[config.mk]
export PLATFORM = sky130hd
export DESIGN_NAME = bpo_port
export DESIGN_NICKNAME = d
export VERILOG_FILES = /design/src/bpo_pkg.sv /design/src/bpo_port.sv
export SDC_FILE = /design/constraint.sdc
export NUM_CORES = 1
export LEC_CHECK = 0
export ABC_AREA = 1
export BUFFER_PORTS_ARGS = -buffer_cell sky130_fd_sc_hd__buf_2
export CELL_PAD_IN_SITES_DETAIL_PLACEMENT = 0
export CELL_PAD_IN_SITES_GLOBAL_PLACEMENT = 1
export CORE_UTILIZATION = 39
export DETAILED_ROUTE_END_ITERATION = 10
export PLACE_DENSITY_LB_ADDON = 0.1
export RECOVER_POWER = 50
export SLEW_MARGIN = 30
export SYNTH_ARGS = -nofsm -noshare
export SYNTH_HDL_FRONTEND = slang
export SYNTH_SLANG_ARGS = --single-unit
[constraint.sdc]
create_clock -name clk -period 2.5 [get_ports clk]
set_input_delay 0.25 -clock clk [delete_from_list [all_inputs] [get_ports clk]]
set_output_delay 0.25 -clock clk [all_outputs]
set_load 0.05 [all_outputs]
[src/bpo_pkg.sv]
// What this block does
// - Second port: eight pins, direction and latch
// - Each second-port pin has own direction bit
// - Second port normally samples through Schmitt buffers
// - Every reset makes all pins inputs
// - Weak pull-ups, one bit disables all
// - Pull-up off while pin drives
// - Pull-ups disabled after every reset
// - Large package: port usable only with bus disabled
// - Enabled memory bus owns second port, overrides direction
// - Slave port mode uses TTL input buffers
// - Serial2 SPI outputs open-drain when selected
// - Port C pin 3 carries SPI clock
// - Pin 3 two-wire clock, fixed two-wire input buffer; ser1TwoWireSmbus ignored
// - Pin 4 two-wire data or SPI input
// - Pin 5 drives SPI data when output
// - Pins 6, 7 receiver-transmitter outputs beat latch
// - Pin 7 feeds asynchronous receive via Schmitt
// - Don't-care functions ignore the direction bit
// - Direction reads return stored bits always
package bpo_pkg;
    // ----------------------------------------
    // Register offsets
    // ----------------------------------------
    localparam logic [5:0] OFS_C_PIN = 6'h00;
    localparam logic [5:0] OFS_C_LAT = 6'h04;
    localparam logic [5:0] OFS_C_DIR = 6'h08;
    localparam logic [5:0] OFS_D_PIN = 6'h0C;
    localparam logic [5:0] OFS_D_LAT = 6'h10;
    localparam logic [5:0] OFS_D_DIR = 6'h14;
    localparam logic [5:0] OFS_PAD_CFG = 6'h18;
    localparam logic [5:0] OFS_MEM_CTL = 6'h1C;
    localparam logic [5:0] OFS_E_DIR = 6'h20;
    localparam logic [5:0] OFS_OD_A = 6'h24;
    localparam logic [5:0] OFS_OD_B = 6'h28;
    // ----------------------------------------
    // Field positions
    // ----------------------------------------
    localparam int PULLUP_DISABLE_BIT = 7;
    localparam int EXT_BUS_DISABLE_BIT = 7;
    localparam int PARALLEL_SLAVE_SELECT_BIT = 4;
    localparam int SERIAL2_OPEN_DRAIN_BIT = 0;
    localparam int SERIAL1_OPEN_DRAIN_BIT = 7;
    localparam int UART1_OPEN_DRAIN_BIT = 6;
    // ----------------------------------------
    // Reset values
    // ----------------------------------------
    localparam logic [7:0] RST_DIR = 8'hFF;
    localparam logic [7:0] RST_LAT = 8'h00;
    localparam logic [7:0] RST_PAD_CFG = 8'h80;
    localparam logic [7:0] RST_MEM_CTL = 8'h80;
    localparam logic [7:0] RST_E_DIR = 8'h07;
    localparam logic [7:0] RST_OD = 8'h00;
    // ----------------------------------------
    // Bus answers
    // ----------------------------------------
    localparam logic [1:0] RESP_OKAY = 2'h0;
    localparam logic [1:0] RESP_SLVERR = 2'h2;
endpackage : bpo_pkg

[src/bpo_port.sv]
module bpo_port #(
    parameter int PORT_WIDTH = 8,
    parameter bit LARGE_PACKAGE = 1'b1
) (
    input wire logic clk,
    input wire logic rst,
    // ----------------------------------------
    // AXI4-Lite slave
    // ----------------------------------------
    input wire logic [5:0] s_axi_awaddr,
    input wire logic s_axi_awvalid,
    output logic s_axi_awready,
    input wire logic [31:0] s_axi_wdata,
    input wire logic [3:0] s_axi_wstrb,
    input wire logic s_axi_wvalid,
    output logic s_axi_wready,
    output logic [1:0] s_axi_bresp,
    output logic s_axi_bvalid,
    input wire logic s_axi_bready,
    input wire logic [5:0] s_axi_araddr,
    input wire logic s_axi_arvalid,
    output logic s_axi_arready,
    output logic [31:0] s_axi_rdata,
    output logic [1:0] s_axi_rresp,
    output logic s_axi_rvalid,
    input wire logic s_axi_rready,
    // ----------------------------------------
    // Port C pads
    // ----------------------------------------
    input wire logic [7:0] portCIn,
    output logic [7:0] portCOut,
    output logic [7:0] portCOe,
    output logic [7:0] portCTwoWireBuf,
    // ----------------------------------------
    // Second port pads
    // ----------------------------------------
    input wire logic [PORT_WIDTH-1:0] secondPortIn,
    output logic [PORT_WIDTH-1:0] secondPortOut,
    output logic [PORT_WIDTH-1:0] secondPortOe,
    output logic [PORT_WIDTH-1:0] secondPortPullupEn,
    output logic [PORT_WIDTH-1:0] secondPortTtlBuf,
    // ----------------------------------------
    // Serial unit 1
    // ----------------------------------------
    input wire logic ser1SpiEn,
    input wire logic ser1TwoWireEn,
    input wire logic ser1TwoWireSmbus,
    input wire logic ser1SpiClkOut,
    input wire logic ser1SpiDataOut,
    input wire logic ser1TwoWireClkOut,
    input wire logic ser1TwoWireDataOut,
    output logic ser1ClkIn,
    output logic ser1DataIn,
    // ----------------------------------------
    // Serial unit 2
    // ----------------------------------------
    input wire logic ser2SpiEn,
    input wire logic ser2SpiClkOut,
    input wire logic ser2SpiDataOut,
    output logic ser2ClkIn,
    output logic ser2DataIn,
    // ----------------------------------------
    // Receiver-transmitter
    // ----------------------------------------
    input wire logic uartTxDrive,
    input wire logic uartTxOut,
    input wire logic uartDataDrive,
    input wire logic uartDataOut,
    output logic uartClkIn,
    output logic uartRxIn,
    // ----------------------------------------
    // External memory bus and slave port
    // ----------------------------------------
    input wire logic extBusDrive,
    input wire logic [PORT_WIDTH-1:0] extBusOut,
    output logic [PORT_WIDTH-1:0] extBusIn,
    input wire logic pspDrive,
    input wire logic [PORT_WIDTH-1:0] pspOut,
    output logic [PORT_WIDTH-1:0] pspIn
);
    if (PORT_WIDTH != 8) begin : g_bad_width
        $error("PORT_WIDTH must be 8");
    end

    // ----------------------------------------
    // Helpers
    // ----------------------------------------
    function automatic logic [1:0] padDrive(input logic val, input logic od);
        padDrive = od ? {~val, 1'b0} : {1'b1, val};
    endfunction : padDrive

    function automatic logic [7:0] mergeByte(input logic [7:0] old, input logic [31:0] data,
                                            input logic [3:0] strb);
        mergeByte = strb[0] ? data[7:0] : old;
    endfunction : mergeByte

    // ----------------------------------------
    // State
    // ----------------------------------------
    logic [7:0] cLat_ff;
    logic [7:0] cDir_ff;
    logic [7:0] dLat_ff;
    logic [7:0] dDir_ff;
    logic [7:0] padCfg_ff;
    logic [7:0] memCtl_ff;
    logic [7:0] eDir_ff;
    logic [7:0] odA_ff;
    logic [7:0] odB_ff;
    logic [7:0] cPin_ff;
    logic [7:0] dPin_ff;
    logic [5:0] awAddr_ff;
    logic [31:0] wData_ff;
    logic [3:0] wStrb_ff;
    logic awHave_ff;
    logic wHave_ff;
    logic [1:0] nxt_bresp;
    logic [31:0] nxt_rdata;
    logic [1:0] nxt_rresp;
    logic doWrite;
    logic [7:0] nxt_cOut;
    logic [7:0] nxt_cOe;
    logic [7:0] nxt_dOut;
    logic [7:0] nxt_dOe;

    assign doWrite = awHave_ff && wHave_ff && !s_axi_bvalid;

    // ----------------------------------------
    // Write channel
    // ----------------------------------------
    always_ff @(posedge clk) begin
        if (rst) begin
            awHave_ff <= 1'b0;
            s_axi_awready <= 1'b0;
            awAddr_ff <= 6'h00;
        end else if (s_axi_awvalid && s_axi_awready) begin
            awHave_ff <= 1'b1;
            s_axi_awready <= 1'b0;
            awAddr_ff <= s_axi_awaddr;
        end else if (doWrite) begin
            awHave_ff <= 1'b0;
        end else begin
            s_axi_awready <= !awHave_ff && !s_axi_bvalid;
        end
    end

    always_ff @(posedge clk) begin
        if (rst) begin
            wHave_ff <= 1'b0;
            s_axi_wready <= 1'b0;
            wData_ff <= 32'h0;
            wStrb_ff <= 4'h0;
        end else if (s_axi_wvalid && s_axi_wready) begin
            wHave_ff <= 1'b1;
            s_axi_wready <= 1'b0;
            wData_ff <= s_axi_wdata;
            wStrb_ff <= s_axi_wstrb;
        end else if (doWrite) begin
            wHave_ff <= 1'b0;
        end else begin
            s_axi_wready <= !wHave_ff && !s_axi_bvalid;
        end
    end

    always_comb begin
        unique case (awAddr_ff)
            bpo_pkg::OFS_C_PIN, bpo_pkg::OFS_C_LAT, bpo_pkg::OFS_C_DIR, bpo_pkg::OFS_D_PIN,
            bpo_pkg::OFS_D_LAT, bpo_pkg::OFS_D_DIR, bpo_pkg::OFS_PAD_CFG, bpo_pkg::OFS_MEM_CTL,
            bpo_pkg::OFS_E_DIR, bpo_pkg::OFS_OD_A, bpo_pkg::OFS_OD_B: nxt_bresp = bpo_pkg::RESP_OKAY;
            default: nxt_bresp = bpo_pkg::RESP_SLVERR;
        endcase
    end

    always_ff @(posedge clk) begin
        if (rst) begin
            s_axi_bvalid <= 1'b0;
            s_axi_bresp <= bpo_pkg::RESP_OKAY;
        end else if (doWrite) begin
            s_axi_bvalid <= 1'b1;
            s_axi_bresp <= nxt_bresp;
        end else if (s_axi_bready) begin
            s_axi_bvalid <= 1'b0;
        end
    end

    // ----------------------------------------
    // Registers
    // ----------------------------------------
    always_ff @(posedge clk) begin
        if (rst) begin
            cLat_ff <= bpo_pkg::RST_LAT;
            cDir_ff <= bpo_pkg::RST_DIR;
            dLat_ff <= bpo_pkg::RST_LAT;
            dDir_ff <= bpo_pkg::RST_DIR;
            padCfg_ff <= bpo_pkg::RST_PAD_CFG;
            memCtl_ff <= bpo_pkg::RST_MEM_CTL;
            eDir_ff <= bpo_pkg::RST_E_DIR;
            odA_ff <= bpo_pkg::RST_OD;
            odB_ff <= bpo_pkg::RST_OD;
        end else if (doWrite) begin
            unique case (awAddr_ff)
                bpo_pkg::OFS_C_PIN, bpo_pkg::OFS_C_LAT: cLat_ff <= mergeByte(cLat_ff, wData_ff, wStrb_ff);
                bpo_pkg::OFS_C_DIR: cDir_ff <= mergeByte(cDir_ff, wData_ff, wStrb_ff);
                bpo_pkg::OFS_D_PIN, bpo_pkg::OFS_D_LAT: dLat_ff <= mergeByte(dLat_ff, wData_ff, wStrb_ff);
                bpo_pkg::OFS_D_DIR: dDir_ff <= mergeByte(dDir_ff, wData_ff, wStrb_ff);
                bpo_pkg::OFS_PAD_CFG: padCfg_ff <= mergeByte(padCfg_ff, wData_ff, wStrb_ff);
                bpo_pkg::OFS_MEM_CTL: memCtl_ff <= mergeByte(memCtl_ff, wData_ff, wStrb_ff);
                bpo_pkg::OFS_E_DIR: eDir_ff <= mergeByte(eDir_ff, wData_ff, wStrb_ff);
                bpo_pkg::OFS_OD_A: odA_ff <= mergeByte(odA_ff, wData_ff, wStrb_ff);
                bpo_pkg::OFS_OD_B: odB_ff <= mergeByte(odB_ff, wData_ff, wStrb_ff);
                default: ;
            endcase
        end
    end

    // ----------------------------------------
    // Read channel
    // ----------------------------------------
    always_comb begin
        nxt_rdata = 32'h0;
        nxt_rresp = bpo_pkg::RESP_OKAY;
        unique case (s_axi_araddr)
            bpo_pkg::OFS_C_PIN: nxt_rdata[7:0] = cPin_ff;
            bpo_pkg::OFS_C_LAT: nxt_rdata[7:0] = cLat_ff;
            bpo_pkg::OFS_C_DIR: nxt_rdata[7:0] = cDir_ff;
            bpo_pkg::OFS_D_PIN: nxt_rdata[7:0] = dPin_ff;
            bpo_pkg::OFS_D_LAT: nxt_rdata[7:0] = dLat_ff;
            bpo_pkg::OFS_D_DIR: nxt_rdata[7:0] = dDir_ff;
            bpo_pkg::OFS_PAD_CFG: nxt_rdata[7:0] = padCfg_ff;
            bpo_pkg::OFS_MEM_CTL: nxt_rdata[7:0] = memCtl_ff;
            bpo_pkg::OFS_E_DIR: nxt_rdata[7:0] = eDir_ff;
            bpo_pkg::OFS_OD_A: nxt_rdata[7:0] = odA_ff;
            bpo_pkg::OFS_OD_B: nxt_rdata[7:0] = odB_ff;
            default: nxt_rresp = bpo_pkg::RESP_SLVERR;
        endcase
    end

    always_ff @(posedge clk) begin
        if (rst) begin
            s_axi_arready <= 1'b0;
            s_axi_rvalid <= 1'b0;
            s_axi_rdata <= 32'h0;
            s_axi_rresp <= bpo_pkg::RESP_OKAY;
        end else if (s_axi_arvalid && s_axi_arready) begin
            s_axi_arready <= 1'b0;
            s_axi_rvalid <= 1'b1;
            s_axi_rdata <= nxt_rdata;
            s_axi_rresp <= nxt_rresp;
        end else if (s_axi_rvalid) begin
            s_axi_rvalid <= !s_axi_rready;
        end else begin
            s_axi_arready <= 1'b1;
        end
    end

    // ----------------------------------------
    // Port C pin ownership
    // ----------------------------------------
    always_comb begin
        logic odS1;
        logic odU;
        odS1 = odA_ff[bpo_pkg::SERIAL1_OPEN_DRAIN_BIT];
        odU = odB_ff[bpo_pkg::UART1_OPEN_DRAIN_BIT];
        nxt_cOe = ~cDir_ff;
        nxt_cOut = cLat_ff;
        if (ser1TwoWireEn) begin
            {nxt_cOe[3], nxt_cOut[3]} = padDrive(ser1TwoWireClkOut, 1'b1);
            {nxt_cOe[4], nxt_cOut[4]} = padDrive(ser1TwoWireDataOut, 1'b1);
        end else if (ser1SpiEn) begin
            if (!cDir_ff[3]) begin
                {nxt_cOe[3], nxt_cOut[3]} = padDrive(ser1SpiClkOut, odS1);
            end
            if (!cDir_ff[5]) begin
                {nxt_cOe[5], nxt_cOut[5]} = padDrive(ser1SpiDataOut, odS1);
            end
        end
        if (uartTxDrive) begin
            {nxt_cOe[6], nxt_cOut[6]} = padDrive(uartTxOut, odU);
        end
        if (uartDataDrive) begin
            {nxt_cOe[7], nxt_cOut[7]} = padDrive(uartDataOut, odU);
        end
    end

    // ----------------------------------------
    // Second port ownership
    // ----------------------------------------
    always_comb begin
        logic busOwns;
        logic odS2;
        busOwns = LARGE_PACKAGE && !memCtl_ff[bpo_pkg::EXT_BUS_DISABLE_BIT];
        odS2 = odA_ff[bpo_pkg::SERIAL2_OPEN_DRAIN_BIT];
        nxt_dOe = ~dDir_ff;
        nxt_dOut = dLat_ff;
        if (busOwns) begin
            nxt_dOe = {8{extBusDrive}};
            nxt_dOut = extBusOut;
        end else if (eDir_ff[bpo_pkg::PARALLEL_SLAVE_SELECT_BIT]) begin
            nxt_dOe = {8{pspDrive}};
            nxt_dOut = pspOut;
        end else if (ser2SpiEn) begin
            if (!dDir_ff[4]) begin
                {nxt_dOe[4], nxt_dOut[4]} = padDrive(ser2SpiDataOut, odS2);
            end
            if (!dDir_ff[6]) begin
                {nxt_dOe[6], nxt_dOut[6]} = padDrive(ser2SpiClkOut, odS2);
            end
        end
    end

    // ----------------------------------------
    // Pad drive and sampling
    // ----------------------------------------
    always_ff @(posedge clk) begin
        if (rst) begin
            portCOe <= 8'h00;
            portCOut <= 8'h00;
            secondPortOe <= 8'h00;
            secondPortOut <= 8'h00;
            secondPortPullupEn <= 8'h00;
        end else begin
            portCOe <= nxt_cOe;
            portCOut <= nxt_cOut;
            secondPortOe <= nxt_dOe;
            secondPortOut <= nxt_dOut;
            secondPortPullupEn <= ~nxt_dOe & {8{~padCfg_ff[bpo_pkg::PULLUP_DISABLE_BIT]}};
        end
    end

    always_ff @(posedge clk) begin
        if (rst) begin
            portCTwoWireBuf <= 8'h00;
            secondPortTtlBuf <= 8'h00;
        end else begin
            portCTwoWireBuf <= {3'h0, {2{ser1TwoWireEn}}, 3'h0};
            secondPortTtlBuf <= {8{eDir_ff[bpo_pkg::PARALLEL_SLAVE_SELECT_BIT]
                               || (LARGE_PACKAGE && !memCtl_ff[bpo_pkg::EXT_BUS_DISABLE_BIT])}};
        end
    end

    always_ff @(posedge clk) begin
        if (rst) begin
            cPin_ff <= 8'h00;
            dPin_ff <= 8'h00;
        end else begin
            cPin_ff <= portCIn;
            dPin_ff <= secondPortIn;
        end
    end

    // ----------------------------------------
    // Peripheral inputs
    // ----------------------------------------
    always_ff @(posedge clk) begin
        if (rst) begin
            ser1ClkIn <= 1'b0;
            ser1DataIn <= 1'b0;
            ser2ClkIn <= 1'b0;
            ser2DataIn <= 1'b0;
            uartClkIn <= 1'b0;
            uartRxIn <= 1'b0;
            extBusIn <= 8'h00;
            pspIn <= 8'h00;
        end else begin
            ser1ClkIn <= portCIn[3];
            ser1DataIn <= portCIn[4];
            ser2ClkIn <= secondPortIn[6];
            ser2DataIn <= secondPortIn[5];
            uartClkIn <= portCIn[6];
            uartRxIn <= portCIn[7];
            extBusIn <= secondPortIn;
            pspIn <= secondPortIn;
        end
    end
endmodule : bpo_port

==> flow_summary.json, run 1 <==
{
  "cts_setup_buffers": 0,
  "p_leak_nw": 3.85,
  "grt_pass1_wl_um": 29500,
  "die_y_um": 135,
  "grt_pass1_vias": 5627,
  "die_x_um": 135,
  "fmax_ghz": 0.553,
  "drt-initial-drc-count": 424,
  "max-clock-path-buffers": 2,
  "synth_edf_count": 0,
  "fin_crit_sh_pct": 72.4,
  "avgRoutedWirePerCell_um": 14.8,
  "worstSkewPairLatency_ns": 0.42,
  "gp_congestion": 0.801,
  "dieArea_um2": 18200,
  "power.density_nw_per_um2": 729,
  "min_path_cells": 2,
  "fin_nets": 1145,
  "num_antenna_cells": 0,
  "via_per_inst": 4.84,
  "hpwl_um": 13400,
  "final_max_slew_viol_count": 0,
  "antenna_found_initial": 0,
  "crit_fanout": 27,
  "tightest_slew_ns": 1.41,
  "drive_above_1_share_pct": 14.8,
  "fin_ws_ns": 0.690,
  "power_switching_share_pct": 25.4,
  "synth.distinct_cells": 32,
  "synth-seq-cells": 162,
  "combinationalPowerShare_pct": 9.7,
  "path_clk_slew_ns": 0.06,
  "syn_area_per_cell_um2": 7.57,
  "track_usage_pct": 21.4,
  "h-tree-depth": 4,
  "nFillCells": 1827,
  "worstSetupPathType": "primary input to flip-flop",
  "async_flop_share_pct": 0,
  "status": "finished, final reports clean",
  "arrival_ns": 2.12,
  "ctsResizeCount": 0,
  "power_w": 0.00594,
  "p_seq_share_pct": 44.9,
  "multi_input_area_um2": 2850,
  "postCtsHoldBufs": 0,
  "synth_flop_cell": "dfxtp_1",
  "cts_tree": "done",
  "route.detailed.drc": 0,
  "cp-end-kind": "flip-flop",
  "p_clk_share_pct": 45.4,
  "io-pin-count": 222,
  "setup_viol": 0,
  "relSlewSlack_pct": 5.86,
  "clkSinkCount": 162,
  "rows": 48,
  "cp-start-kind": "primary input",
  "whs_ns": 0.0165,
  "ys_seq_area_share_pct": 47.1,
  "syn_area_um2": 6890,
  "initial_core_util_pct": 39.8,
  "rsz0062_at_grt": "false",
  "wl_um": 18900,
  "cts-root-buf": "clkbuf_16",
  "seq_area_um2": 3240,
  "hold_viol_final": 0,
  "setup-tns-final_ns": 0,
  "syn_inst": 909,
  "finalCriticalPeriod_ns": 1.81,
  "area_delta_synth_final_pct": 18.4,
  "drtAntennaViolNets": 0,
  "min_to": "s_axi_rvalid",
  "cp.required_ns": 2.81,
  "r2r_slack_ns": 0.83,
  "vias": 6196,
  "coreArea_um2": 17300,
  "peakVddDrop_mv": 0.463,
  "firstDrtPassIters": 6,
  "hp-class": "primary input to flip-flop",
  "place.port_buffers": 161,
  "r2r_end": "dLat_ff[6]",
  "drv_cap": 0,
  "timing.rr.start": "awAddr_ff[2]",
  "grt_overflow": 0,
  "ys_warn_count": 0,
  "ff2ff_path_depth": 7,
  "p_sw_w": 0.00151,
  "grt_max_degree": 94,
  "layout_common_cells": "162 x dfxtp_1, 143 x nand2_1, 123 x nor2_1, 93 x buf_2, 75 x inv_1",
  "fin_util_pct": 47.1,
  "numCtsBuffers": 17,
  "min_from": "s_axi_rready",
  "clock_skew_ns": 0.00781,
  "final_common_cell": "dfxtp_1",
  "p_int_w": 0.00444,
  "pre_cts_ws_ns": 0.577
}
==> cell type report <==
type,count,share of cell area (%)
inverters,88,4.05
multi-input cells,599,35.0
clock buffers,20,5.48
well taps,225,3.45
clock inverters,11,1.98
repair buffers,174,10.3
flip-flops and latches,162,39.8
==> power groups by stage <==
stage | Combinational [W] | Sequential, W | Clock [W]
final | 0.000578 | 0.00267 | 0.00270
after global routing | 0.000624 | 0.00267 | 0.00286
after CTS | 0.000587 | 0.00267 | 0.00275
after detailed placement | 0.000586 | 0.00272 | 0
after global placement | 0.000587 | 0.00272 | 0
after floorplan | 0.000382 | 0.00280 | 0
==> metal layers <==
metal  wire length, um  share of wire (%)  global-route usage, %  up-vias
met5                 0                  0                      0        -
met4               298                1.6                   6.62        0
met3              1000                5.3                   5.11       24
met2              8640                 46                   34.1      198
met1              8990                 47                   28.6     2781
li1                  -                  -                      -     3193
==> worst max path at each step <==
stage	start	end	cells past startpoint
after detailed placement	s_axi_araddr[5]	s_axi_rdata[7]	7
after floorplan	s_axi_bvalid	memCtl_ff[6]	8
after CTS	awAddr_ff[2]	dLat_ff[6]	7
after global placement	s_axi_araddr[5]	s_axi_rdata[7]	7
final	rst	s_axi_rdata[3]	5
after global routing	rst	s_axi_rdata[6]	5
==> logic make-up after synthesis <==
logic type / count (synthesis) / share of synthesized area (%)
AOI/OAI and AO/OA: 181 / 14.5
buffers and inverters: 179 / 13.2
DFF: 162 / 47.1
other: 1 / 0.0545
and+or+nand+nor: 386 / 25.2
==> synthesized netlist by cell type (3+ instances only) <==
| master | n | area [um^2] |
|---|---|---|
| a21oi_1 | 67 | 335 |
| a31oi_1 | 5 | 31.3 |
| buf_2 | 15 | 75.1 |
| buf_4 | 54 | 405 |
| clkbuf_1 | 20 | 75.1 |
| clkinv_1 | 6 | 22.5 |
| dfxtp_1 | 162 | 3240 |
| inv_1 | 75 | 282 |
| inv_2 | 7 | 26.3 |
| nand2_1 | 143 | 537 |
| nand3_1 | 64 | 320 |
| nand3_2 | 5 | 50.1 |
| nand4_1 | 38 | 238 |
| nor2_1 | 123 | 462 |
| nor2_2 | 4 | 25.0 |
| nor2_4 | 3 | 33.8 |
| o211ai_1 | 25 | 188 |
| o21ai_0 | 73 | 365 |
| o21ai_1 | 3 | 15.0 |
==> per-stage QoR <==
| step | instances | area [um^2] |
|---|---|---|
| 6_report | 1279 | 8150 |
| 2_1_floorplan | 940 | 7000 |
| 5_1_grt | 1279 | 8150 |
| 4_1_cts | 1279 | 8240 |
| 3_5_place_dp | 1248 | 7640 |
| 3_3_place_gp | 1248 | 7640 |
==> worst max-delay path, cell delays in order <==
cell,delay [ns]
clkbuf_1,0.12
clkbuf_1,1.05
nor2_1,0.46
nand2_1,0.18
nand2_1,0.06
Power figures use the tool's default switching activity.
==> run 2, diff against run 1 <==
--- a/config.mk
+++ b/config.mk
@@ -9,7 +9,7 @@
 export BUFFER_PORTS_ARGS = -buffer_cell sky130_fd_sc_hd__buf_2
 export CELL_PAD_IN_SITES_DETAIL_PLACEMENT = 0
 export CELL_PAD_IN_SITES_GLOBAL_PLACEMENT = 1
-export CORE_UTILIZATION = 39
+export CORE_UTILIZATION = 36
 export DETAILED_ROUTE_END_ITERATION = 10
 export PLACE_DENSITY_LB_ADDON = 0.1
 export RECOVER_POWER = 50
==> constraint.sdc (replaced) <==
create_clock -name clk -period 1.8 [get_ports clk]
set_input_delay 0.18 -clock clk [delete_from_list [all_inputs] [get_ports clk]]
set_output_delay 0.18 -clock clk [all_outputs]
set_load 0.05 [all_outputs]
==> run 2 against run 1 <==
First-iteration DRC count rose by 5.0%. Worst hold slack improved by 0.0025 ns. Critical path depth rose by 2. Final area rose by 4.7%. Clock power rose by 31%. Clock-buffer cell count did not move. Sequential power rose by 39%. Register-to-register slack got worse by 0.62 ns. Clock skew rose by 0.0019 ns. Sequential share of layout area fell by 1.8 points. Largest power group is now sequential cells. Routed wire length rose by 5.3%. Global-route usage fell by 0.77 points.
==> flow_summary.json, run 2 (synthesis results as in run 1) <==
{
  "peakVddDrop_mv": 0.686,
  "drtAntennaViolNets": 0,
  "die_y_um": 140,
  "clock_skew_ns": 0.00969,
  "worstSkewPairLatency_ns": 0.43,
  "drt-initial-drc-count": 445,
  "finalCriticalPeriod_ns": 1.59,
  "coreArea_um2": 18700,
  "arrival_ns": 1.90,
  "cp-end-kind": "flip-flop",
  "firstDrtPassIters": 4,
  "drv_cap": 0,
  "fin_ws_ns": 0.212,
  "vias": 6302,
  "grt_pass1_vias": 5673,
  "gp_congestion": 0.764,
  "power.density_nw_per_um2": 952,
  "hpwl_um": 13800,
  "relSlewSlack_pct": 57.9,
  "area_delta_synth_final_pct": 24.0,
  "grt_max_degree": 65,
  "dieArea_um2": 19700,
  "num_antenna_cells": 0,
  "antenna_found_initial": 0,
  "cts-root-buf": "clkbuf_16",
  "initial_core_util_pct": 36.8,
  "crit_fanout": 9,
  "avgRoutedWirePerCell_um": 15.0,
  "fin_nets": 1184,
  "met2RoutedLength_um": 9040,
  "tightest_slew_ns": 0.632,
  "wl_um": 19900,
  "met1Wirelength_um": 9810,
  "rows": 50,
  "final_common_cell": "dfxtp_1",
  "status": "finished, final reports clean",
  "grt_pass1_wl_um": 31000,
  "fin_util_pct": 45.6,
  "ctsResizeCount": 0,
  "hp-class": "primary input to flip-flop",
  "worstSetupPathType": "flip-flop to flip-flop",
  "layout_common_cells": "162 x dfxtp_1, 143 x nand2_1, 123 x nor2_1, 97 x buf_2, 74 x inv_1",
  "final_max_slew_viol_count": 0,
  "clkSinkCount": 162,
  "io-pin-count": 222,
  "setup_viol": 0,
  "path_clk_slew_ns": 0.07,
  "drive_above_1_share_pct": 15.6,
  "fmax_ghz": 0.630,
  "numCtsBuffers": 17,
  "setup-tns-final_ns": 0,
  "cp-start-kind": "flip-flop",
  "place.port_buffers": 161,
  "pre_cts_ws_ns": 0.231,
  "grt_overflow": 0,
  "cts_tree": "done",
  "nFillCells": 1978,
  "die_x_um": 140,
  "top_layer_used": "met4",
  "route.detailed.drc": 0,
  "p_leak_nw": 4.02,
  "rsz0062_at_grt": "false",
  "track_usage_pct": 20.6,
  "max-clock-path-buffers": 2,
  "fin_crit_sh_pct": 88.2,
  "wl_met3_um": 830,
  "cp.required_ns": 2.11,
  "via_per_inst": 4.75,
  "h-tree-depth": 4,
  "hold_viol_final": 0
}
## run 2: cell count changes in the layout (fill, tap and decap cells not counted), moves of 3 or more
cell	change
dlygate4sd3_1	+32
bufinv_16	-3
clkinvlp_4	+3
clkinv_2	-3
clkbuf_1	-6
buf_2	+4
buf_12	+3
## run 2: final timing paths
kind	endpoint	slack (ns)	depth (start not counted)	start
max	dLat_ff[1]	0.21	7	awAddr_ff[2]
max reg2reg	dLat_ff[1]	0.21	7	awAddr_ff[2]
min reg2reg	s_axi_rdata[6]	0.45	2	s_axi_rdata[6]
min	awAddr_ff[4]	0.02	3	s_axi_awaddr[4]
## run 2: critical path: stages (launching register included)
cell and delay, ns:
dfxtp_1 0.36, inv_1 0.09, nor3_1 0.25, nand2_1 0.08
nand2_1 0.06, nand2_1 0.22, o21ai_0 0.34, nor2_1 0.07
## run 2: layout make-up
class	count	area [um^2]	share of cell area (%)
sequential	162	3240	38.0
multi-input combinational	599	2850	33.4
timing repair buffer	213	1250	14.6
clock buffer	20	467	5.47
inverter	88	330	3.87
tap	234	293	3.43
clock inverter	11	105	1.23
## run 2: layer usage
metal | track usage, % | vias up
met4 | 6.71 | 0
met1 | 28.9 | 2849
met2 | 32.1 | 157
met5 | 0 | -
met3 | 3.56 | 18
li1 | - | 3278
## run 2: where the power goes
part	switching, W	leakage [nW]	internal, W	total, W
clock	0.00153	0.271	0.00201	0.00354
combinational	0.000655	2.43	0.000229	0.000884
sequential	0.0000515	1.32	0.00365	0.00370
total	0.00223	4.02	0.00590	0.00813
## run 2: metrics by stage
stage | cell area (um^2) | std cells | hold WS, ns | power, W
2_1_floorplan | 7000 | 940 | 0.262 | 0.00442
3_5_place_dp | 7740 | 1264 | 0.380 | 0.00463
6_report | 8530 | 1327 | 0.0190 | 0.00813
3_3_place_gp | 7740 | 1264 | 0.373 | 0.00463
4_1_cts | 8630 | 1327 | 0.00974 | 0.00821
5_1_grt | 8530 | 1327 | 0.0331 | 0.00843
## run 2: repair_timing
action                    in CTS  in global routing
hold endpoints to repair      30                  0
hold buffers                  32                  0
buffers inserted               0                  0
